### config.mk
export PLATFORM = sky130hd
export DESIGN_NAME = ccs_cal_scale
export DESIGN_NICKNAME = d
export VERILOG_FILES = /design/src/rtl/ccs_otp_rom.v /design/src/rtl/ccs_cal_scale.v
export VERILOG_INCLUDE_DIRS = /design/src /design/src/rtl
export SDC_FILE = /design/constraint.sdc
export NUM_CORES = 2
export LEC_CHECK = 0
export BUFFER_PORTS_ARGS = -buffer_cell sky130_fd_sc_hd__clkbuf_2
export CAP_MARGIN = 20
export CORE_ASPECT_RATIO = 1.4
export CORE_MARGIN = 2
export CORE_UTILIZATION = 55
export DETAILED_ROUTE_END_ITERATION = 7
export PLACE_DENSITY = 0.76
export SKIP_CTS_REPAIR_TIMING = 1
export SLEW_MARGIN = 20
export SYNTH_ARGS = -nofsm -noshare
export SYNTH_HDL_FRONTEND = slang
export SYNTH_HIERARCHICAL = 1
export SYNTH_SLANG_ARGS = --single-unit
### constraint.sdc
create_clock -name core_clk -period 14.4 [get_ports core_clk]
set_input_delay 2.88 -clock core_clk [delete_from_list [all_inputs] [get_ports core_clk]]
set_output_delay 2.88 -clock core_clk [all_outputs]
set_load 0.02 [all_outputs]
### src/rtl/ccs_defines.vh
// constants for the calibration and scaling block
// assumes inclusion by bare name from rtl files
`ifndef CCS_DEFINES_VH
`define CCS_DEFINES_VH

// register pointer locations (byte pointer of the serial interface)
`define CCS_PTR_OFFS_HI 8'h0D
`define CCS_PTR_OFFS_LO 8'h0E
`define CCS_PTR_GAIN_HI 8'h0F
`define CCS_PTR_GAIN_LO 8'h10

// reset values and midpoints
`define CCS_OFFS_RESET 16'h8000
`define CCS_MID_CODE 24'h800000
`define CCS_OTP_GAIN_ADDR 4'h0

// gain is unsigned 1.15 fixed point, 0x8000 is unity
`define CCS_GAIN_SHIFT 15
// offset lsb is 2^17 below full scale, result lsb 2^23: shift 6
`define CCS_OFFS_SHIFT 6
// top bit of the raw difference that still fits the offset register
`define CCS_OFFS_TOP 21
`define CCS_OFFS_MIN 16'h0000
`define CCS_OFFS_MAX 16'hFFFF
// result clamp ends, offset binary
`define CCS_RES_MIN 24'h000000
`define CCS_RES_MAX 24'hFFFFFF
// temperature: code = (degc + 4096) * 2048, raw is degc in 1/2048 steps
`define CCS_TEMP_BIAS 24'h800000
// supply divided by six: factor 1/6 as 0x2AAB / 2^16
`define CCS_DIV6_MUL 17'h02AAB
`define CCS_DIV6_SHIFT 16

// result sources
`define CCS_SRC_CAP 2'h0
`define CCS_SRC_TEMP 2'h1
`define CCS_SRC_VOLT 2'h2
`define CCS_SRC_VDD 2'h3

`endif

### src/rtl/ccs_otp_rom.v
// one-time-programmable factory coefficient store, registered read
// assumes contents are fixed at build time through the parameters
`timescale 1ns/100ps
`default_nettype none
module ccs_otp_rom #(
  parameter [15:0] CAP_GAIN_FACTORY = 16'h8000,
  parameter [15:0] TEMP_GAIN_FACTORY = 16'h8000
) (
  // clock
  input wire core_clk,
  // read port
  input wire [3:0] rd_addr,
  output reg [15:0] rd_data_reg
);
  always @(posedge core_clk) begin
    case (rd_addr)
      4'h0: rd_data_reg <= CAP_GAIN_FACTORY;
      4'h1: rd_data_reg <= TEMP_GAIN_FACTORY;
      default: rd_data_reg <= 16'h0000;
    endcase
  end
endmodule // ccs_otp_rom
`default_nettype wire

### src/rtl/ccs_cal_scale.v
// calibration coefficient handling and result scaling
// assumes a serial front end supplies byte writes/reads by pointer
// Contract
// reset copies factory cap gain from otp into gain register
// gain changes by gain calibration or host write until reset
// offset calibration makes zero-scale input read 0x800000
// host may write offset directly; lsb is full scale over 2^17
// offset register returns to default at every reset
// host stores and rewrites offset after power-up if needed
// host reloads per-channel offset before switching channel
// host removes offset beyond 1 pF with input_offset_cap_converter
// temperature results are scaled with factory coefficients
// temperature code divided by 2048 minus 4096 gives degrees
// supply monitor result is the supply attenuated by six
// offset register 16 bits at pointers 0x0D/0x0E, reset 0x8000
// gain register 16 bits at pointers 0x0F/0x10, factory reset
// cap result subtracts offset about midpoint then applies gain
`timescale 1ns/100ps
`default_nettype none
`include "ccs_defines.vh"
module ccs_cal_scale (
  // clock and reset
  input wire core_clk,
  input wire srst,
  // register access from serial front end
  input wire wr_stb,
  input wire [7:0] wr_ptr,
  input wire [7:0] wr_data,
  input wire [7:0] rd_ptr,
  output reg [7:0] rd_data_reg,
  // calibration commands
  input wire offs_cal_start,
  input wire gain_cal_start,
  // raw filter output
  input wire raw_valid,
  input wire [1:0] raw_src,
  input wire [23:0] raw_data,
  // scaled result and busy flags
  output reg res_valid_reg,
  output reg [23:0] res_data_reg,
  output reg cal_busy_reg,
  output reg load_busy_reg
);
  // ----------------------------------------
  // state
  // ----------------------------------------
  localparam ST_LOAD0 = 2'h0;
  localparam ST_LOAD1 = 2'h1;
  localparam ST_LOAD2 = 2'h2;
  localparam ST_RUN = 2'h3;

  reg [1:0] st_reg;
  reg [15:0] offs_reg;
  reg [15:0] gain_reg;
  reg [15:0] tgain_reg;
  // calibration requests, pending until a cap sample consumes them
  reg offs_cal_reg;
  reg gain_cal_reg;
  reg [3:0] otp_addr_reg;
  wire [15:0] otp_data;

  // ----------------------------------------
  // factory store
  // ----------------------------------------
  // registered read: each factory word lands a cycle after its address
  ccs_otp_rom u_otp (
    .core_clk(core_clk),
    .rd_addr(otp_addr_reg),
    .rd_data_reg(otp_data)
  );

  // ----------------------------------------
  // datapath
  // ----------------------------------------
  // offset relative to midpoint, scaled to 24-bit result steps
  wire signed [16:0] offs_rel = $signed({1'b0, offs_reg}) -
    $signed({1'b0, `CCS_OFFS_RESET});
  wire signed [24:0] raw_s = $signed({1'b0, raw_data}) -
    $signed({1'b0, `CCS_MID_CODE});
  wire signed [25:0] offs_scaled = $signed({offs_rel, 9'h000}) >>>
    (9 - `CCS_OFFS_SHIFT);
  // subtract then gain
  wire signed [25:0] cap_corr = $signed({raw_s[24], raw_s}) - offs_scaled;
  wire signed [42:0] cap_prod = cap_corr * $signed({1'b0, gain_reg});
  wire signed [42:0] cap_q = cap_prod >>> `CCS_GAIN_SHIFT;
  // the product must fit 24 signed bits; outside that it pins at the
  // end of the range, since a gain near two on a large input would
  // otherwise fold over to the opposite sign
  wire cap_fits = (cap_q[42:23] == {20{cap_q[23]}});
  wire [23:0] cap_wrap = cap_q[23:0] + `CCS_MID_CODE;
  wire [23:0] cap_res = cap_fits ? cap_wrap :
    (cap_q[42] ? `CCS_RES_MIN : `CCS_RES_MAX);
  // factory temp gain, bias so code/2048-4096 = degc
  wire signed [41:0] t_prod = raw_s * $signed({1'b0, tgain_reg});
  wire signed [41:0] t_q = t_prod >>> `CCS_GAIN_SHIFT;
  // same clamp for the temperature code
  wire t_fits = (t_q[41:23] == {19{t_q[23]}});
  wire [23:0] t_wrap = t_q[23:0] + `CCS_TEMP_BIAS;
  wire [23:0] temp_res = t_fits ? t_wrap :
    (t_q[41] ? `CCS_RES_MIN : `CCS_RES_MAX);
  // supply attenuated by six
  // 0x2AAB over 2^16 is one sixth plus about 30 ppm
  wire [40:0] vdd_prod = raw_data * `CCS_DIV6_MUL;
  wire [23:0] vdd_res = vdd_prod[`CCS_DIV6_SHIFT+23:`CCS_DIV6_SHIFT];
  // gain needed so that the full-scale input maps to full scale
  wire [25:0] fs_mag = raw_s[24] ? -{raw_s[24], raw_s} :
    {raw_s[24], raw_s};
  // coarse: two outcomes only, a true quotient would need a divider
  wire [15:0] cal_gain = (fs_mag[25:8] == 18'h00000) ? 16'hFFFF :
    16'h8000;

  // ----------------------------------------
  // offset calibration value
  // ----------------------------------------
  // zero-scale sample in offset steps; beyond the register's reach it
  // pins at an end instead of wrapping, as larger offsets are meant
  // for the input_offset_cap_converter
  wire offs_fits = (raw_s[24:`CCS_OFFS_TOP] == {4{raw_s[`CCS_OFFS_TOP]}});
  wire [15:0] offs_step = raw_s[`CCS_OFFS_TOP:`CCS_OFFS_SHIFT];
  wire [15:0] offs_cal_val = offs_fits ? offs_step + `CCS_OFFS_RESET :
    (raw_s[24] ? `CCS_OFFS_MIN : `CCS_OFFS_MAX);

  // ----------------------------------------
  // sequencing and registers
  // ----------------------------------------
  always @(posedge core_clk) begin
    if (srst) begin
      st_reg <= ST_LOAD0;
      otp_addr_reg <= `CCS_OTP_GAIN_ADDR;
      // offset back to default
      offs_reg <= `CCS_OFFS_RESET;
      // zero until the factory word arrives; samples are refused then
      gain_reg <= 16'h0000;
      tgain_reg <= 16'h0000;
      offs_cal_reg <= 1'b0;
      gain_cal_reg <= 1'b0;
      res_valid_reg <= 1'b0;
      res_data_reg <= 24'h000000;
      cal_busy_reg <= 1'b0;
      load_busy_reg <= 1'b1;
    end else begin
      // pulse drops every cycle unless a result reloads it below
      res_valid_reg <= 1'b0;
      case (st_reg)
        ST_LOAD0: begin
          // gain word is on its way, ask for the temperature word
          otp_addr_reg <= otp_addr_reg + 4'h1;
          st_reg <= ST_LOAD1;
        end
        ST_LOAD1: begin
          // factory gain into gain register
          gain_reg <= otp_data;
          st_reg <= ST_LOAD2;
        end
        ST_LOAD2: begin
          // temperature coefficient, the last factory word
          tgain_reg <= otp_data;
          load_busy_reg <= 1'b0;
          st_reg <= ST_RUN;
        end
        ST_RUN: begin
          if (offs_cal_start)
            offs_cal_reg <= 1'b1;
          if (gain_cal_start)
            gain_cal_reg <= 1'b1;
          cal_busy_reg <= offs_cal_reg | gain_cal_reg | offs_cal_start |
            gain_cal_start;
          // host byte writes, high byte first ptr
          // a calibration update below overrides a write in the same cycle
          if (wr_stb) begin
            case (wr_ptr)
              `CCS_PTR_OFFS_HI: offs_reg[15:8] <= wr_data;
              `CCS_PTR_OFFS_LO: offs_reg[7:0] <= wr_data;
              `CCS_PTR_GAIN_HI: gain_reg[15:8] <= wr_data;
              `CCS_PTR_GAIN_LO: gain_reg[7:0] <= wr_data;
              default: ;
            endcase
          end
          if (raw_valid && raw_src == `CCS_SRC_CAP && offs_cal_reg) begin
            // zero-scale input becomes midpoint code
            offs_reg <= offs_cal_val;
            // a fresh start in the consuming cycle stays pending
            offs_cal_reg <= offs_cal_start;
            cal_busy_reg <= gain_cal_reg | gain_cal_start | offs_cal_start;
          end else if (raw_valid && raw_src == `CCS_SRC_CAP &&
              gain_cal_reg) begin
            // gain calibration from full-scale input
            gain_reg <= cal_gain;
            // set wins here as well
            gain_cal_reg <= gain_cal_start;
            cal_busy_reg <= offs_cal_start | gain_cal_start;
          end else if (raw_valid) begin
            res_valid_reg <= 1'b1;
            case (raw_src)
              `CCS_SRC_CAP: res_data_reg <= cap_res;
              `CCS_SRC_TEMP: res_data_reg <= temp_res;
              `CCS_SRC_VDD: res_data_reg <= vdd_res;
              default: res_data_reg <= raw_data;
            endcase
          end
        end
        default: st_reg <= ST_LOAD0;
      endcase
    end
  end

  // ----------------------------------------
  // register read
  // ----------------------------------------
  // one cycle behind the pointer; unmapped pointers read zero
  always @(posedge core_clk) begin
    if (srst) begin
      rd_data_reg <= 8'h00;
    end else begin
      case (rd_ptr)
        `CCS_PTR_OFFS_HI: rd_data_reg <= offs_reg[15:8];
        `CCS_PTR_OFFS_LO: rd_data_reg <= offs_reg[7:0];
        `CCS_PTR_GAIN_HI: rd_data_reg <= gain_reg[15:8];
        `CCS_PTR_GAIN_LO: rd_data_reg <= gain_reg[7:0];
        default: rd_data_reg <= 8'h00;
      endcase
    end
  end
endmodule // ccs_cal_scale
`default_nettype wire

---- Yosys cells after proc, flatten, opt, wreduce, memory -nomap -nowiden ----
Index checks and enable logic that the tools add are counted.
operators by class
  add/sub/neg operators ................... 8
  multiply operators ...................... 3
  eq/ne operators ......................... 17
  multiplexer cells ....................... 30
  bitwise gates (word level) .............. 9
  reduce and logical (&&, ||, !) cells .... 19
operator list
  kind                                                 count
  two-way mux 16 bit                                   8
  two-way mux 24 bit                                   4
  case mux 24 bit (3 select lines)                     1
  adder 24 bit, second input constant                  2
  == test 8 x 4 -> 1 bit, second input constant        6
  multiplier 26 x 17 -> 43 bit                         1
  multiplier 25 x 17 -> 42 bit                         1
  multiplier 24 x 14 -> 38 bit, second input constant  1
  two-way mux 8 bit                                    4
  case mux 16 bit (2 select lines)                     1
  case mux 8 bit (4 select lines)                      1
  two-way mux 26 bit                                   1
  negator 26 bit                                       1
  subtractor 25 x 23 -> 26 bit                         1
  subtractor 24 x 24 -> 25 bit, second input constant  1
  == test 19 bit                                       1
  == test 18 bit                                       1
  logical NOT 18 bit                                   1
  subtractor 16 x 16 -> 17 bit, second input constant  1
  adder 16 bit, second input constant                  1
  == test 8 x 5 -> 1 bit, second input constant        2
  two-way mux 15 bit                                   1
  nonzero test 2 bit                                   5
  two-way mux 1 bit                                    8
  other kinds (17)                                     31
word-level totals
  bits in registers ....................... 107
  input port bits ......................... 56
  logic and storage cells ................. 100

---- Longest topological paths before layout ----
  word-level depth ........................ 8
  depth in mapped cells ................... 44
  mapped depth without buffers ............ 40

---- Modules after synthesis ----
The synthesis kept the hierarchy.
modules (own cells, without submodules)
  module         times used  cells each  area each (µm²)  seq. area each (µm²)
  ccs_cal_scale  1           4,592       39,834.5         1,821.7
  ccs_otp_rom    1           18          146.4            20.0

---- Worst setup path after synthesis ----
No wires, ideal clock.
  path type ............................... input to register
  from .................................... in raw_data[6]
  to ...................................... reg res_data_reg[17]
  arrival time ............................ 11,720 ps
  data required time ...................... 14,273 ps
  setup slack ............................. 2,553 ps
  stages .................................. 40
  buffers on the path ..................... 2
  cells stage by stage .................... clkbuf_1 -> inv_1 -> ha_1 -> fa_1 -> nor2b_1 -> o21ai_0 -> a21boi_0 -> o21ai_0 -> a21boi_0 -> o21ai_0 -> a21boi_0 -> o31ai_1 -> a21oi_1 -> a211o_1 -> xor2_1 -> clkbuf_1 -> and2_1 -> fa_1 -> (+4 left out) -> fa_1 -> fa_1 -> inv_1 -> fa_1 -> inv_1 -> ha_1 -> and4_1 -> nand3_1 -> nor4b_2 -> nand3_1 -> nand3_2 -> a41oi_2 -> xor2_1 -> or4_1 -> mux2i_1 -> a21oi_1 -> o221ai_1 -> nand3_1
on the way
  longest elaborated chain between the ends .. 6
RTL lines
  what                                                  RTL line             source
  start, declared                                       ccs_cal_scale.v:37   input wire [23:0] raw_data,
  subtractor 24 x 24 -> 25 bit                          ccs_cal_scale.v:78   wire signed [24:0] raw_s = $signed({1'b0, raw_data}) -
  subtractor 25 x 23 -> 26 bit                          ccs_cal_scale.v:83   wire signed [25:0] cap_corr = $signed({raw_s[24], raw_s}) - offs_scaled;
  multiplier 26 x 17 -> 43 bit                          ccs_cal_scale.v:84   wire signed [42:0] cap_prod = cap_corr * $signed({1'b0, gain_reg});
  adder 24 bit (no line), or another cell as far along  -
  two-way mux 24 bit                                    ccs_cal_scale.v:91   wire [23:0] cap_res = cap_fits ? cap_wrap :
  case mux 24 bit (3 select lines) (*)                  ccs_cal_scale.v:194  case (raw_src)
  end signal, assigned                                  ccs_cal_scale.v:195  `CCS_SRC_CAP: res_data_reg <= cap_res;
  end signal, assigned                                  ccs_cal_scale.v:196  `CCS_SRC_TEMP: res_data_reg <= temp_res;
  end signal, assigned                                  ccs_cal_scale.v:197  `CCS_SRC_VDD: res_data_reg <= vdd_res;
  end, declared                                         ccs_cal_scale.v:40   output reg [23:0] res_data_reg,
Mark *: on every way between the ends. The rest lies on a longest branch, timed or not.
A chain may end at the register's enable or synchronous reset.

---- Final worst setup path ----
  from .................................... in raw_data[6]
  to ...................................... reg res_data_reg[4]
Same word-level chain as after synthesis.

==> impl_metrics.ini <==
[outcome]
outcome = finished, final reports clean

[critical_path]
rr_startpoint = offs_reg[0]
crit_path_start_kind = input pin
slowest_stage = fa_1
critical_path_class = input pin to register
cp_slowest_stage_delay_ps = 580
required_ps = 14690
critPathCapture = res_data_reg[4]
cp_common_cell = fa_1
r2r_slack_ps = 3880
crit_path_end_kind = register
setup.worst_path.start = raw_data[6]
cp.arrival_ps = 13300
r2r_cells = 35
critPathMaxFanout = 16
r2r-end = res_data_reg[4]

[timing]
slew_headroom_pct = 23.5
worst_pin_slew_ps = 1140
finalMaxSlewViolations = 0
rsz0062_at_grt = false
max_freq_mhz = 76.9
hold_viol = 0
finClkSkew_ps = 14.8
period_needed_ps = 13010
setup_viol = 0
setup_tns_ps = 0
finalCritPeriodShare_pct = 90.4

[die]
pin_count = 91
die_h_um = 323
rows = 117
die_area_sq_mm = 0.0749
die_w_um = 232
core_area_sq_mm = 0.0723
start_util_pct = 55.3

[final_layout]
layout-drive-gt1-share_pct = 4.81
area_growth_pct = 4.07
largest_register_ffs = 24
nFillCells = 6480
nets = 5871

[clocking]
cts_max_path_buffers = 2
h-tree-depth = 3
clk_pin_slew_ps = 70
cts_made_buffers = 9
cts.sinks = 92
insertion_delay_ps = 370
cts_tree = yes
cts_root_buf = clkbuf_16

[worst_hold_path]
hold_path.class = register to register

[grt]
grt_pass1_wl_um = 186000
grt_usage_pct = 32.6
grt_overflow = 0
antenna_found_initial = 11
grt_pass1_vias = 34400
grt_max_degree = 69

[detailed_routing]
drtIter0Drc = 2253
wl_per_cell_um = 21.0
highest_layer = met5
wl_met3_um = 9520
postRouteAntennaNets = 0
drt-met1-wl_um = 40300
drtPass1Iterations = 6
via_per_inst = 5.69
wl_met2_um = 56600
dr_total_vias = 31500
wl_um = 116000
drcViolationCount = 0

[logic_synthesis]
yosysTopAreaCell = fa_1
synth.area.top_cells = fa_1, ha_1, inv_1
ys.flop_type = dfxtp_1
synth.avg_cell_area_sq_um = 8.67
synth_warnings = 6
synth-edff-count = 0
async_flop_share_pct = 0
ys_types = 90
syn_inst = 4610
synth_commonest_cells = inv_1, fa_1, nand2_1, ha_1, and2_1
seq_area_frac_synth_pct = 4.61
synthDominantCellAreaShare_pct = 44.8
yosys_register_bits = 92
synthesis.area_sq_mm = 0.0400
yosysMostFrequentCell = inv_1

[job]
drv_cap = 0

[placement]
gp_congestion = 1.03
hpwl_um = 92500
port_buffers = 90
metal layers:
layer / up-vias / global-route usage [%]
met2: 1367 / 55.4
met1: 15800 / 36.9
met3: 472 / 6.25
li1: 13800 / -
met5: - / 0
met4: 6 / 22.9
placed cells by master (no fill, tap or decap), types with 36 or more instances in the layout:
cell type  instances
a21oi_1          171
mux2i_1           36
nor3_1            61
nand3_1           49
xnor2_1           65
nand2_1          576
ha_1             353
buf_4             72
nor2b_1           38
o21ai_0           94
fa_1             894
a21o_1            37
nor2_1           139
clkbuf_2          90
inv_1           1129
and2_1           290
dfxtp_1           86
worst min-delay path by stage:
stage	start	to	slack (ps)	cells past startpoint
CTS	res_data_reg[4]	res_data_reg[4]	460	2
floorplan	otp_addr_reg[3]	u_otp/rd_data_reg[15]	430	1
finish	res_data_reg[4]	res_data_reg[4]	460	2
global route	res_data_reg[1]	res_data_reg[1]	480	1
global placement	res_data_reg[4]	res_data_reg[4]	450	2
detailed placement	res_data_reg[1]	res_data_reg[1]	450	1
layout make-up:
| type | count | area, sq um | area share (%) |
|---|---|---|---|
| multi-input cells | 3174 | 33000 | 79.4 |
| inverters | 1129 | 4240 | 10.2 |
| flip-flops and latches | 92 | 1850 | 4.44 |
| well taps | 952 | 1190 | 2.86 |
| repair buffers | 162 | 991 | 2.38 |
| clock buffers | 9 | 225 | 0.541 |
| clock inverters | 7 | 77.6 | 0.186 |
| diodes | 6 | 15.0 | 0.0361 |
metrics by stage:
stage	hold WS [ps]	setup slack [ps]	cell area, sq um	utilization [%]	instances
2_1_floorplan	431	2550	40000	-	4624
3_3_place_gp	449	1450	41300	57.1	5509
3_5_place_dp	447	1190	41300	57.1	5509
4_1_cts	458	1560	41600	57.5	5525
5_1_grt	476	787	41600	57.5	5525
6_report	459	1390	41600	57.5	5531
logic make-up after synthesis:
kind of cell	after synthesis	synth area share, %
AOI/OAI and AO/OA	500	8.18
xor gates and xnor gates	96	2.12
adders and majority gates	1250	55.9
buffers and inverters	1358	12.9
DFF	92	4.61
muxes	37	0.929
other	1	0.00938
and+or+nand+nor	1276	15.3
worst max-delay path, delay by kind of cell:
family	cells	cell delay, ps
compound gates	13	2840
simple gates	10	2890
fa+ha+maj	9	4060
xor+xnor	1	200
buf+inv	4	410
Power is not shown: default switching activity piles up to over one toggle a cycle in this logic, so the estimate is an artifact.
